## src/msv_pkg.sv

```systemverilog
package msv_pkg;

    // Register map, byte addresses on the APB side
    localparam int             ADDR_W       = 8;
    localparam logic [7:0]     OFF_CONFIG   = 8'h00;
    localparam logic [7:0]     OFF_STATUS   = 8'h04;
    localparam logic [7:0]     OFF_IRQ_STAT = 8'h08;
    localparam logic [7:0]     OFF_IRQ_MASK = 8'h0c;

    // Config field positions and reset value
    localparam int             CFG_SNS_LSB  = 0;
    localparam int             CFG_FVS_LSB  = 2;
    localparam int             CFG_NLS_LSB  = 4;
    localparam int             CFG_W        = 6;
    localparam logic [5:0]     CONFIG_RST   = 6'h00;

    // Interrupt status / mask layout
    localparam int             IRQ_W        = 5;
    localparam int             IRQ_SWIRE    = 0;
    localparam int             IRQ_LINE     = 1;
    localparam int             IRQ_NOLOAD   = 2;
    localparam int             IRQ_STUCK    = 3;
    localparam int             IRQ_PIN      = 4;
    localparam logic [4:0]     IRQ_MASK_RST = 5'h00;

    // Sigma-delta streams: voltage, primary current, secondary current
    localparam int             SD_N         = 3;
    localparam int             WIN_CYC      = 128;
    localparam int             WIN_W        = 7;

    // Sensor settings up to this value are Rogowski coils
    localparam logic [1:0]     SNS_ROG_MAX  = 2'h1;

    // Fixed voltage coefficients, unsigned Q0.16
    localparam logic [15:0]    FVC_0        = 16'h5c01;
    localparam logic [15:0]    FVC_1        = 16'h63fe;
    localparam logic [15:0]    FVC_2        = 16'h6c02;
    localparam logic [15:0]    FVC_3        = 16'h73ff;

    // No-load base thresholds on the V*I product, Q0.32 of full scale
    localparam logic [31:0]    NL_BASE_ROG  = 32'h01262025;
    localparam logic [31:0]    NL_BASE_CT   = 32'h00ef1349;

    // Line period band, in clock cycles between voltage peaks
    localparam int             PERIOD_SLOW  = 131072;
    localparam int             PERIOD_FAST  = 32768;
    localparam int             PERIOD_W     = 18;
    localparam logic [1:0]     FAST_REPEAT  = 2'h3;

    typedef struct packed {
        logic [1:0] no_load_level_select;
        logic [1:0] fixed_voltage_select;
        logic [1:0] current_sensor_config;
    } msv_cfg_s;

    typedef struct packed {
        logic       pin_mismatch;
        logic [2:0] stuck;
        logic       no_load_flag;
        logic       line_range_error;
        logic       single_wire_mode;
    } msv_stat_s;

endpackage : msv_pkg

```

## src/msv_supervisor.sv

```systemverilog
// Operation
// - Single-wire mode only allowed with Rogowski sensor settings 0 or 1.
// - Allowed single-wire mode follows the line range error flag.
// - Single-wire mode uses apparent power for tamper and energy; here integrate_en and tamper_en stay low in it, as line_err is set.
// - Equivalent voltage is line peak times coefficient chosen by select field.
// - Apparent power is current RMS times equivalent voltage.
// - Supply below threshold holds all logic in reset except the supply and sigma-delta input synchronisers and the read data register.
// - Power below threshold raises no-load flag, readable in status.
// - Four no-load thresholds doubling from sensor-dependent base.
// - No-load stops power integration and disables tamper module.
// - No-load suppresses stepper pulses and drives no-load pin low.
// - Flag any bitstream stuck at one level for a whole window.
// - Stuck stream replaced by idle zero-valued pattern.
// - Pin readback differing from internal drive flags an error.
// - Source-signal errors also stop power integration.
// - Line range error on period out of band or missing peaks.
//
// Decided for this implementation: the APB slave port and the address map.
`timescale 1ns/10ps
`default_nettype none

module msv_supervisor #(
    parameter int PERIOD_SLOW_CYC = msv_pkg::PERIOD_SLOW,
    parameter int PERIOD_FAST_CYC = msv_pkg::PERIOD_FAST
) (
    input  wire logic                        pclk,
    input  wire logic                        presetn,
    input  wire logic                        psel,
    input  wire logic                        penable,
    input  wire logic                        pwrite,
    input  wire logic [msv_pkg::ADDR_W-1:0]  paddr,
    input  wire logic [31:0]                 pwdata,
    output logic      [31:0]                 prdata,
    output logic                             pready,
    output logic                             pslverr,
    output logic                             irq,
    input  wire logic                        supply_low,
    input  wire logic [msv_pkg::SD_N-1:0]    sd_in,
    output logic      [msv_pkg::SD_N-1:0]    sd_out,
    input  wire logic                        voltage_peak,
    input  wire logic                        vrms_below_on,
    input  wire logic                        vrms_above_off,
    input  wire logic [15:0]                 v_rms,
    input  wire logic [15:0]                 i_rms,
    input  wire logic [31:0]                 active_power,
    input  wire logic [15:0]                 full_scale_line_peak,
    output logic      [31:0]                 integrate_power,
    output logic                             integrate_en,
    output logic                             apparent_sel,
    output logic                             tamper_en,
    input  wire logic                        stepper_pos_drv,
    input  wire logic                        stepper_neg_drv,
    input  wire logic                        energy_pulse_drv,
    input  wire logic                        stepper_drive_pos_in,
    input  wire logic                        stepper_drive_neg_in,
    input  wire logic                        energy_pulse_in,
    output logic                             stepper_drive_pos,
    output logic                             stepper_drive_neg,
    output logic                             energy_pulse_pin,
    output logic                             no_load_pin
);

    msv_pkg::msv_cfg_s          cfg_q;
    msv_pkg::msv_stat_s         stat;
    logic [msv_pkg::IRQ_W-1:0]  irq_stat_q;
    logic [msv_pkg::IRQ_W-1:0]  irq_mask_q;
    logic [msv_pkg::IRQ_W-1:0]  ev_prev_q;
    logic [msv_pkg::IRQ_W-1:0]  ev_now;
    logic [31:0]                prdata_q;
    logic [1:0]                 sup_sync_q;
    logic                       halt;
    logic [msv_pkg::SD_N-1:0]   sd_s1_q;
    logic [msv_pkg::SD_N-1:0]   sd_s2_q;
    logic [msv_pkg::SD_N-1:0]   stuck;
    logic [msv_pkg::WIN_W-1:0]  win_cnt_q;
    logic                       win_end;
    logic [msv_pkg::PERIOD_W-1:0] per_cnt_q;
    logic [1:0]                 fast_cnt_q;
    logic                       band_err_q;
    logic                       volt_err_q;
    logic                       line_err;
    logic                       single_wire_mode;
    logic [15:0]                fixed_voltage_coefficient;
    logic [31:0]                peak_prod;
    logic [15:0]                v_eff;
    logic [31:0]                apparent;
    logic [31:0]                vi_prod;
    logic [31:0]                nl_base;
    logic [34:0]                nl_thr;
    logic                       no_load_q;
    logic [31:0]                integ_q;
    logic [2:0]                 pin_s1_q;
    logic [2:0]                 pin_s2_q;
    logic [2:0]                 out_q;
    logic [2:0]                 out_d1_q;
    logic [2:0]                 out_d2_q;
    logic                       pin_err_q;
    logic                       src_err;
    logic                       block_out;
    logic                       acc;
    logic                       addr_ok;

    // Supply monitor is asynchronous to pclk
    always_ff @(posedge pclk or negedge presetn) begin
        if (!presetn) begin
            sup_sync_q <= 2'h0;
        end else begin
            sup_sync_q <= {sup_sync_q[0], supply_low};
        end
    end
    assign halt = sup_sync_q[1];

    // APB slave, zero wait states
    assign acc     = psel && penable;
    assign addr_ok = (paddr == msv_pkg::OFF_CONFIG) || (paddr == msv_pkg::OFF_STATUS) ||
                     (paddr == msv_pkg::OFF_IRQ_STAT) || (paddr == msv_pkg::OFF_IRQ_MASK);
    assign pready  = 1'b1;
    assign pslverr = acc && !addr_ok;
    assign prdata  = prdata_q;

    always_ff @(posedge pclk or negedge presetn) begin
        if (!presetn) begin
            cfg_q      <= msv_pkg::CONFIG_RST;
            irq_mask_q <= msv_pkg::IRQ_MASK_RST;
        end else if (halt) begin
            cfg_q      <= msv_pkg::CONFIG_RST;
            irq_mask_q <= msv_pkg::IRQ_MASK_RST;
        end else if (acc && pwrite) begin
            if (paddr == msv_pkg::OFF_CONFIG) begin
                cfg_q <= pwdata[msv_pkg::CFG_W-1:0];
            end
            if (paddr == msv_pkg::OFF_IRQ_MASK) begin
                irq_mask_q <= pwdata[msv_pkg::IRQ_W-1:0];
            end
        end
    end

    // Read data captured in the setup phase
    always_ff @(posedge pclk or negedge presetn) begin
        if (!presetn) begin
            prdata_q <= 32'h0;
        end else if (psel && !penable && !pwrite) begin
            unique case (paddr)
                msv_pkg::OFF_CONFIG:   prdata_q <= {26'h0, cfg_q};
                msv_pkg::OFF_STATUS:   prdata_q <= {25'h0, stat};
                msv_pkg::OFF_IRQ_STAT: prdata_q <= {27'h0, irq_stat_q};
                msv_pkg::OFF_IRQ_MASK: prdata_q <= {27'h0, irq_mask_q};
                default:               prdata_q <= 32'h0;
            endcase
        end
    end

    // Sticky events; a new event wins over the read clear
    assign ev_now = {pin_err_q, |stuck, no_load_q, line_err, single_wire_mode};

    always_ff @(posedge pclk or negedge presetn) begin
        if (!presetn) begin
            ev_prev_q  <= '0;
            irq_stat_q <= '0;
        end else if (halt) begin
            ev_prev_q  <= '0;
            irq_stat_q <= '0;
        end else begin
            ev_prev_q <= ev_now;
            if (acc && !pwrite && paddr == msv_pkg::OFF_IRQ_STAT) begin
                irq_stat_q <= ev_now & ~ev_prev_q;
            end else begin
                irq_stat_q <= irq_stat_q | (ev_now & ~ev_prev_q);
            end
        end
    end
    assign irq = |(irq_stat_q & irq_mask_q);

    // Sigma-delta inputs synchronised, then watched per stream
    always_ff @(posedge pclk or negedge presetn) begin
        if (!presetn) begin
            sd_s1_q <= '0;
            sd_s2_q <= '0;
        end else begin
            sd_s1_q <= sd_in;
            sd_s2_q <= sd_s1_q;
        end
    end

    always_ff @(posedge pclk or negedge presetn) begin
        if (!presetn) begin
            win_cnt_q <= '0;
        end else if (halt) begin
            win_cnt_q <= '0;
        end else begin
            win_cnt_q <= win_cnt_q + 1'b1;
        end
    end
    assign win_end = (win_cnt_q == msv_pkg::WIN_W'(msv_pkg::WIN_CYC - 1));

    genvar gi;
    generate
        for (gi = 0; gi < msv_pkg::SD_N; gi++) begin : g_sd
            msv_sd_watch u_watch (
                .pclk    (pclk),
                .presetn (presetn),
                .halt    (halt),
                .win_end (win_end),
                .bit_in  (sd_s2_q[gi]),
                .bit_out (sd_out[gi]),
                .stuck   (stuck[gi])
            );
        end
    endgenerate

    // Line period band check between voltage peaks
    always_ff @(posedge pclk or negedge presetn) begin
        if (!presetn) begin
            per_cnt_q  <= '0;
            fast_cnt_q <= 2'h0;
            band_err_q <= 1'b0;
        end else if (halt) begin
            per_cnt_q  <= '0;
            fast_cnt_q <= 2'h0;
            band_err_q <= 1'b0;
        end else if (voltage_peak) begin
            per_cnt_q <= '0;
            if (32'(per_cnt_q) >= PERIOD_SLOW_CYC) begin
                band_err_q <= 1'b1;
                fast_cnt_q <= 2'h0;
            end else if (32'(per_cnt_q) < PERIOD_FAST_CYC) begin
                if (fast_cnt_q + 2'h1 >= msv_pkg::FAST_REPEAT) begin
                    band_err_q <= 1'b1;
                    fast_cnt_q <= msv_pkg::FAST_REPEAT;
                end else begin
                    fast_cnt_q <= fast_cnt_q + 2'h1;
                end
            end else begin
                band_err_q <= 1'b0;
                fast_cnt_q <= 2'h0;
            end
        end else if (32'(per_cnt_q) >= PERIOD_SLOW_CYC) begin
            band_err_q <= 1'b1;
        end else begin
            per_cnt_q <= per_cnt_q + 1'b1;
        end
    end

    // Low line voltage with hysteresis
    always_ff @(posedge pclk or negedge presetn) begin
        if (!presetn) begin
            volt_err_q <= 1'b0;
        end else if (halt) begin
            volt_err_q <= 1'b0;
        end else if (vrms_below_on) begin
            volt_err_q <= 1'b1;
        end else if (vrms_above_off) begin
            volt_err_q <= 1'b0;
        end
    end
    assign line_err = band_err_q || volt_err_q;

    assign single_wire_mode = (cfg_q.current_sensor_config <= msv_pkg::SNS_ROG_MAX) &&
                              line_err;

    always_comb begin
        unique case (cfg_q.fixed_voltage_select)
            2'h0: fixed_voltage_coefficient = msv_pkg::FVC_0;
            2'h1: fixed_voltage_coefficient = msv_pkg::FVC_1;
            2'h2: fixed_voltage_coefficient = msv_pkg::FVC_2;
            2'h3: fixed_voltage_coefficient = msv_pkg::FVC_3;
        endcase
    end
    assign peak_prod = full_scale_line_peak * fixed_voltage_coefficient;
    assign v_eff     = single_wire_mode ? peak_prod[31:16] : v_rms;
    assign apparent = i_rms * v_eff;
    assign vi_prod  = apparent;

    // No-load threshold doubles per level step
    assign nl_base = (cfg_q.current_sensor_config <= msv_pkg::SNS_ROG_MAX) ?
                     msv_pkg::NL_BASE_ROG : msv_pkg::NL_BASE_CT;
    assign nl_thr  = {3'h0, nl_base} << cfg_q.no_load_level_select;

    always_ff @(posedge pclk or negedge presetn) begin
        if (!presetn) begin
            no_load_q <= 1'b0;
        end else if (halt) begin
            no_load_q <= 1'b0;
        end else begin
            no_load_q <= ({3'h0, vi_prod} < nl_thr);
        end
    end

    assign src_err = (|stuck) || pin_err_q;

    always_ff @(posedge pclk or negedge presetn) begin
        if (!presetn) begin
            integ_q <= 32'h0;
        end else if (halt) begin
            integ_q <= 32'h0;
        end else begin
            integ_q <= single_wire_mode ? apparent : active_power;
        end
    end
    assign integrate_power = integ_q;
    assign apparent_sel    = single_wire_mode;
    assign integrate_en    = !(no_load_q || line_err || src_err) && !halt;
    assign tamper_en       = !(no_load_q || line_err || src_err) && !halt;
    assign no_load_pin     = !no_load_q && !halt;

    // Output pins, held low on no-load or line error
    assign block_out = no_load_q || line_err;
    always_ff @(posedge pclk or negedge presetn) begin
        if (!presetn) begin
            out_q <= 3'h0;
        end else if (halt) begin
            out_q <= 3'h0;
        end else begin
            out_q <= {energy_pulse_drv, stepper_neg_drv, stepper_pos_drv} & {3{!block_out}};
        end
    end
    assign stepper_drive_pos = out_q[0];
    assign stepper_drive_neg = out_q[1];
    assign energy_pulse_pin  = out_q[2];

    // Readback aligned with two-stage delayed drive
    always_ff @(posedge pclk or negedge presetn) begin
        if (!presetn) begin
            pin_s1_q <= 3'h0;
            pin_s2_q <= 3'h0;
            out_d1_q <= 3'h0;
            out_d2_q <= 3'h0;
            pin_err_q <= 1'b0;
        end else if (halt) begin
            pin_s1_q <= 3'h0;
            pin_s2_q <= 3'h0;
            out_d1_q <= 3'h0;
            out_d2_q <= 3'h0;
            pin_err_q <= 1'b0;
        end else begin
            pin_s1_q <= {energy_pulse_in, stepper_drive_neg_in, stepper_drive_pos_in};
            pin_s2_q <= pin_s1_q;
            out_d1_q <= out_q;
            out_d2_q <= out_d1_q;
            pin_err_q <= |(pin_s2_q ^ out_d2_q);
        end
    end

    assign stat = '{pin_mismatch: pin_err_q, stuck: stuck, no_load_flag: no_load_q,
                    line_range_error: line_err, single_wire_mode: single_wire_mode};

    a_wire_mode_gate: assert property (@(posedge pclk) disable iff (!presetn)
        single_wire_mode |-> (cfg_q.current_sensor_config <= 2'h1) && line_err)
        else $error("single-wire mode outside Rogowski setting");
    a_wire_mode_follow: assert property (@(posedge pclk) disable iff (!presetn)
        (cfg_q.current_sensor_config <= 2'h1 && line_err) |-> single_wire_mode)
        else $error("single-wire mode not entered");
    a_apparent_use: assert property (@(posedge pclk) disable iff (!presetn)
        (single_wire_mode && !halt) |=> integrate_power == $past(apparent))
        else $error("apparent power not used");
    a_veq_value: assert property (@(posedge pclk) disable iff (!presetn)
        (single_wire_mode && cfg_q.fixed_voltage_select == 2'h2) |->
        v_eff == 16'((32'(full_scale_line_peak) * 32'h6c02) >> 16))
        else $error("equivalent voltage wrong");
    a_supply_hold: assert property (@(posedge pclk) disable iff (!presetn)
        halt |=> integrate_power == 32'h0 && !irq && cfg_q == 6'h00)
        else $error("logic not held on low supply");
    a_noload_out: assert property (@(posedge pclk) disable iff (!presetn)
        no_load_q |-> !no_load_pin ##1 (!stepper_drive_pos && !stepper_drive_neg))
        else $error("outputs active during no-load");
    a_integ_hold: assert property (@(posedge pclk) disable iff (!presetn)
        (no_load_q || line_err || (|stuck) || pin_err_q) |-> !integrate_en && !tamper_en)
        else $error("integration not suspended");
    a_idle_pattern: assert property (@(posedge pclk) disable iff (!presetn)
        (stuck[0] && $past(stuck[0]) && !halt) |=> sd_out[0] != $past(sd_out[0]))
        else $error("stuck stream not replaced");
    a_pin_check: assert property (@(posedge pclk) disable iff (!presetn)
        (!halt && out_q != {energy_pulse_in, stepper_drive_neg_in, stepper_drive_pos_in})
        ##1 !halt [*2] |=> pin_err_q) else $error("pin mismatch not flagged");
    a_period_slow: assert property (@(posedge pclk) disable iff (!presetn)
        (32'(per_cnt_q) >= PERIOD_SLOW_CYC && !halt) |=> band_err_q)
        else $error("missing peaks not flagged");

endmodule : msv_supervisor

`default_nettype wire

```

## src/msv_sd_watch.sv

```systemverilog
`timescale 1ns/10ps
`default_nettype none

module msv_sd_watch (
    input  wire logic pclk,
    input  wire logic presetn,
    input  wire logic halt,
    input  wire logic win_end,
    input  wire logic bit_in,
    output logic      bit_out,
    output logic      stuck
);

    logic seen0_q;
    logic seen1_q;
    logic stuck_q;
    logic idle_q;
    logic out_q;

    // Activity seen in the current window
    always_ff @(posedge pclk or negedge presetn) begin
        if (!presetn) begin
            seen0_q <= 1'b0;
            seen1_q <= 1'b0;
        end else if (halt || win_end) begin
            seen0_q <= 1'b0;
            seen1_q <= 1'b0;
        end else begin
            seen0_q <= seen0_q | ~bit_in;
            seen1_q <= seen1_q | bit_in;
        end
    end

    // Verdict at window end, held through the next window
    always_ff @(posedge pclk or negedge presetn) begin
        if (!presetn) begin
            stuck_q <= 1'b0;
        end else if (halt) begin
            stuck_q <= 1'b0;
        end else if (win_end) begin
            stuck_q <= ~((seen0_q | ~bit_in) & (seen1_q | bit_in));
        end
    end

    // Alternating pattern averages to zero
    always_ff @(posedge pclk or negedge presetn) begin
        if (!presetn) begin
            idle_q <= 1'b0;
            out_q  <= 1'b0;
        end else if (halt) begin
            idle_q <= 1'b0;
            out_q  <= 1'b0;
        end else begin
            idle_q <= ~idle_q;
            out_q  <= stuck_q ? idle_q : bit_in;
        end
    end

    assign bit_out = out_q;
    assign stuck   = stuck_q;

endmodule : msv_sd_watch

`default_nettype wire

```

## config.mk

```make
export PLATFORM = sky130hd
export DESIGN_NAME = msv_supervisor
export DESIGN_NICKNAME = d
export VERILOG_FILES = /design/src/msv_pkg.sv /design/src/msv_supervisor.sv /design/src/msv_sd_watch.sv
export SDC_FILE = /design/constraint.sdc
export NUM_CORES = 1
export LEC_CHECK = 0
export BUFFER_PORTS_ARGS = -buffer_cell sky130_fd_sc_hd__buf_2
export CAP_MARGIN = 40
export CORE_AREA = 10 10 227 229
export DETAILED_ROUTE_END_ITERATION = 10
export DIE_AREA = 0 0 237 239
export GPL_TIMING_DRIVEN = 1
export HOLD_SLACK_MARGIN = 0.03
export PLACE_DENSITY = 0.67
export SLEW_MARGIN = 20
export SYNTH_ARGS = -nofsm -noshare
export SYNTH_HDL_FRONTEND = slang
export SYNTH_SLANG_ARGS = --single-unit
```

## constraint.sdc

```tcl
create_clock -name pclk -period 25.8 [get_ports pclk]
set_input_delay 5.16 -clock pclk [delete_from_list [all_inputs] [get_ports pclk]]
set_output_delay 5.16 -clock pclk [all_outputs]
set_load 0.02 [all_outputs]
```

# Word level (Yosys, flattened, before mapping)
# Index checks and enable logic that the tools add are counted.
[totals]
register_bits = 154
inputBits = 138
[op_classes]
reduce_logical = 40
n_eq_ne = 9
muxes = 61
n_bitwise = 24
addsub = 3
shift = 1
n_mul = 2
magnitude_cmp = 5
[ops]
columns = ["op", "count"]
rows = [
  ["$mul A16 B16 Y32", 2],
  ["$mux W32", 2],
  ["$pmux W16 S4", 1],
  ["$mux W18", 3],
  ["$lt A32 B35 Y1", 1],
  ["$shl A25 B2 Y35", 1],
  ["$mux W1", 32],
  ["$mux W5", 6],
  ["$pmux W7 S4", 1],
  ["$mux W25", 1],
  ["$add A18 B1 Y18 const B", 1],
  ["$ge A18 B18 Y1 const B", 1],
  ["$lt A18 B16 Y1 const B", 1],
  ["$mux W6", 3],
  ["$eq A8 B4 Y1 const B", 2],
  ["$mux W16", 1],
  ["$mux W3", 5],
  ["$and A5 B5 Y5", 2],
  ["$logic_and A1 B1 Y1", 10],
  ["$mux W2", 5],
  ["$reduce_bool A2 Y1", 5],
  ["$not A1 Y1", 9],
  ["$eq A8 B3 Y1 const B", 1],
  ["$logic_not A8 Y1", 1],
  ["other kinds (23)", 48],
]

# Depth between registers and ports, before layout
[depth]
ltp_word = 7
mapped_depth = 59
ltp_nobuf = 56

# By module
# Synthesis repeated with hierarchy kept, for this count alone.
[hier_totals]
cells_unflattened = 2759
area_unflattened_um2 = 23930.5
[by_module_without_submodules]
columns = ["module", "instances", "seq_area_each_um2", "area_per_inst_um2", "cells_per_inst"]
rows = [
  ["msv_supervisor", 1, 2852.7, 23359.9, 2714],
  ["msv_sd_watch", 3, 125.1, 190.2, 15],
]

# Worst setup path after synthesis
# No wires, ideal clock.
[synth_timing]
path_kind = "input -> register"
start = "input port full_scale_line_peak[9]"
end = "register no_load_q"
path_slack_ns = 8.376
n_path_buf = 3
cell_stages = 47
arrival_time_ns = 17.318
setup_time_ns = 0.105
cell_sequence = "clkbuf_1 xnor2_1 nor2_1 ha_1 fa_1 inv_1 fa_1 fa_1 inv_1 fa_1 inv_1 fa_1 inv_1 ha_1 nand3_1 a211oi_1 a211o_1 o31a_1 [11 not listed] inv_1 fa_1 inv_1 ha_1 clkbuf_1 nand4_1 nor2_1 nand3_1 o211ai_1 a21boi_0 xnor2_1 ha_1 a21o_1 a211oi_1 o21ai_0 a211o_1 a211o_1 nor4b_1"
[synth_between]
elab_chain_len = 5
[synth_rtl]
columns = ["element", "line", "source"]
rows = [
  ["start, declared", "msv_supervisor.sv:46", "input wire logic [15:0] full_scale_line_peak,"],
  ["$mul A16 B16 Y32", "msv_supervisor.sv:269", "assign peak_prod = full_scale_line_peak * fixed_voltage_coefficient;"],
  ["$mux W16", "msv_supervisor.sv:270", "assign v_eff = single_wire_mode ? peak_prod[31:16] : v_rms;"],
  ["$mul A16 B16 Y32", "msv_supervisor.sv:271", "assign apparent = i_rms * v_eff;"],
  ["$lt A32 B35 Y1", "msv_supervisor.sv:285", "no_load_q <= ({3'h0, vi_prod} < nl_thr);"],
  ["$mux W1", "msv_supervisor.sv:282", "end else if (halt) begin"],
  ["end signal, assigned", "msv_supervisor.sv:285", ""],
  ["end, declared", "msv_supervisor.sv:90", "logic no_load_q;"],
]
# No other way between the ends.
# A chain may end at the register's enable or synchronous reset.

# Final worst setup path
[layout_timing]
start = "input port full_scale_line_peak[5]"
end = "register no_load_q"
# Same word-level chain as after synthesis.

==> results.md <==
- TritonCTS Buffers: 17
- F_max: 52.4 MHz
- CTS tree: yes
- # rows: 80
- Crit-path slowest cell: nand3_1
- First-pass GRT wire length: 101 mm
- Post-Syn Instances: 2533
- Post-Synth Adder-Cell Area: 0.448
- Fin area: between 0.02 and 0.025 mm²
- Synth unique cells: 70
- DP Area: between 0.02 and 0.025 mm²
- Largest area contributor in the netlist: fa_1
- Tmin final: roughly 19 ns
- RSZ-0062 raised after global routing: false
- Main combinational cell family by area after synthesis: adder cells
- Mux share of post-synthesis cell area: 0.0182
- Post-synth ARST share: 1.00
- Post-Route WL: 60.4 mm
- Area contributors post-synth: fa_1, ha_1, dfrtp_1, inv_1, nand2_1
- CP arrival: 19.39 ns
- Post-synthesis simple-gate area fraction: 0.158
- Crit start category: primary input
- Clk slew on worst S/H paths: 0.06 ns
- Top cell type's share of synthesized area: 0.299
- EDFF count, synth: 0
- Clk buf depth: 2
- Clk_skew: around 0.011 ns
- Die width: approximately 240 µm
- Total core area: 0.0471 mm²
- Synth cell count leaders: inv_1, fa_1, ha_1, nand2_1, dfrtp_1
- XOR/XNOR Fraction of Synth Area: 0.0257
- Post-route setup slack: 6.73 ns
- Total GRT Usage: 0.218
- Initial Util: 0.484
- Mean routed wirelength per cell: 18.7 µm
- Final Setup Violations: 0
- CTS root buf: clkbuf_16
- Drt initial violations: 1289
- CP Capture Type: flop
- Crit path max fanout: 16
- PortBufs: 162
- # nets final: 3359
- Place WS: 6.47 ns
- Total number of vias: ~18000
- Synth Area in Compound Gates: 0.0989
- Seq/Total Area, Yosys: 0.142
- Total of max-cap violations: 0
- Congestion Overflow GR: 0
- Setup bufs post-CTS: 0
- Largest net degree at the start of global routing: 64
- Worst-margin pin slew: 0.920 ns
- Routed vias/inst: roughly 5.4
- HPWL after DPL: 48.9 mm
- Count leader, synth: inv_1
- Critical Path Max Stage Delay: 0.58 ns
- # diodes: 0
- Worst-Skew Late Latency: approximately 0.43 ns
- # hold bufs at CTS: 0
- Synth Warn #: 0
- Layout Area Growth over Synthesis: 8.24%
- Worst EP required: 26.12 ns
- Htree depth: 4
- Die area: 0.0566 mm²
- # DRC: 0
- Resized Gates After CTS: 0
- #FFs+latches synth: around 130
- Rel. slew slack: 0.385
- Max-slew violation count: 0
- Outcome: complete, no violations
- Die Y: 239 µm
- Syn_area_per_cell: between 8 and 9 µm²
- Cell area after synthesis: roughly 0.023 mm²
- Worst Hold Class: reg2reg
- Number of global-route vias before repair: 18985
- Main flop type after synthesis: dfrtp_1
- Hold Fails Final Rpt: 0
- Placer congestion estimate: ~0.90
- Proportion of layout cells with a drive suffix above 1: 0.0946
- Io pins: approximately 220
- Crit Path Class: in2reg
- DRT Pass-1 Iters: 6
- Initial antenna violation count: 1
- Final Cycle Share: 0.739
- Routed Antenna Nets: 0
- Most frequent CP cell: fa_1
- Setup TNS: 0 ns
- CTS sink cnt: 129
-- critical path, delay by kind of cell --
family / cells / cell delay, ns
and+or+nand+nor: 8 / 2.12
AOI/OAI and AO/OA: 16 / 4.42
xor gates and xnor gates: 1 / 0.08
adders and majority gates: 15 / 6.51
buffers and inverters: 11 / 1.09
-- flip-flops by register name (all words and copies together), names as in the netlist, 5 cells and up --
register,flops
integrate_power,32
per_cnt_q,18
prdata,7
win_cnt_q,7
cfg_q,6
ev_prev_q,5
irq_mask_q,5
irq_stat_q,5
-- through the flow --
stage	util	hold WS (ns)	cells
after floorplan	-	0.331	2557
after global placement	0.508	0.332	3196
after detailed placement	0.509	0.336	3201
after CTS	0.522	0.351	3232
after global routing	0.523	0.366	3236
final	0.523	0.350	3236
-- layout make-up --
| cell class | instances | area, µm² |
|---|---|---|
| clock inverter | 10 | 149 |
| timing repair buffer | 188 | 1060 |
| fill | 4378 | 22500 |
| inverter | 476 | 1790 |
| tap | 615 | 769 |
| multi-input combinational | 1797 | 17200 |
| sequential | 129 | 3230 |
| clock buffer | 21 | 460 |
-- layer usage --
metal  vias to the layer above  part of all wire  routed length, µm  global-route usage
met1                      8758              0.45              27000               0.300
met5                         -           0.00013                  8                   0
li1                       8213                 -                  -                   -
met2                       589              0.47              28400               0.356
met4                         2             0.015                908              0.0432
met3                        63             0.067               4030              0.0380
-- worst paths after layout --
check                                             start                 endpoint  slack [ns]  cells past startpoint
worst min-delay path                      sup_sync_q[0]            sup_sync_q[1]        0.35                      0
max in group asynchronous                       presetn            sup_sync_q[1]       20.21                      2
worst min register to register            sup_sync_q[0]            sup_sync_q[1]        0.35                      0
min in group asynchronous                       presetn  g_sd[1].u_watch.bit_out        4.59                      1
worst max register to register                 cfg_q[3]                no_load_q        9.98                     55
worst max-delay path            full_scale_line_peak[5]                no_load_q        6.73                     51
-- cell usage in the layout (no fill, tap or decap), types with 18 or more instances in the layout --
cell / Yosys / routed
nor2b_1: 50 / 50
nand2_1: 231 / 230
xor2_1: 22 / 22
dfrtp_1: 129 / 128
a31oi_1: 23 / 22
a21oi_1: 93 / 92
nor2_1: 123 / 123
nor3b_1: 18 / 18
buf_4: 30 / 19
nor3_1: 19 / 19
inv_1: 475 / 475
ha_1: 271 / 271
nand4_1: 26 / 26
o21a_1: 23 / 23
a21o_1: 43 / 43
and3_1: 32 / 32
fa_1: 341 / 341
o21ai_0: 51 / 51
mux2i_1: 29 / 28
buf_2: 5 / 161
conb_1: 2 / 26
nand2b_1: 33 / 33
xnor2_1: 45 / 45
nand3_1: 60 / 60
and2_1: 79 / 79
-- logic make-up (layout without fill, tap and decap cells) --
logic type,count (synthesis),in the layout
other cells,2,26
simple gates,719,719
buf+inv,631,695
xor+xnor,67,67
mux,35,35
flops,129,129
fa+ha+maj,612,612
compound gates,338,338
Power is not shown: default switching activity piles up to over one toggle a cycle in this logic, so the estimate is an artifact.
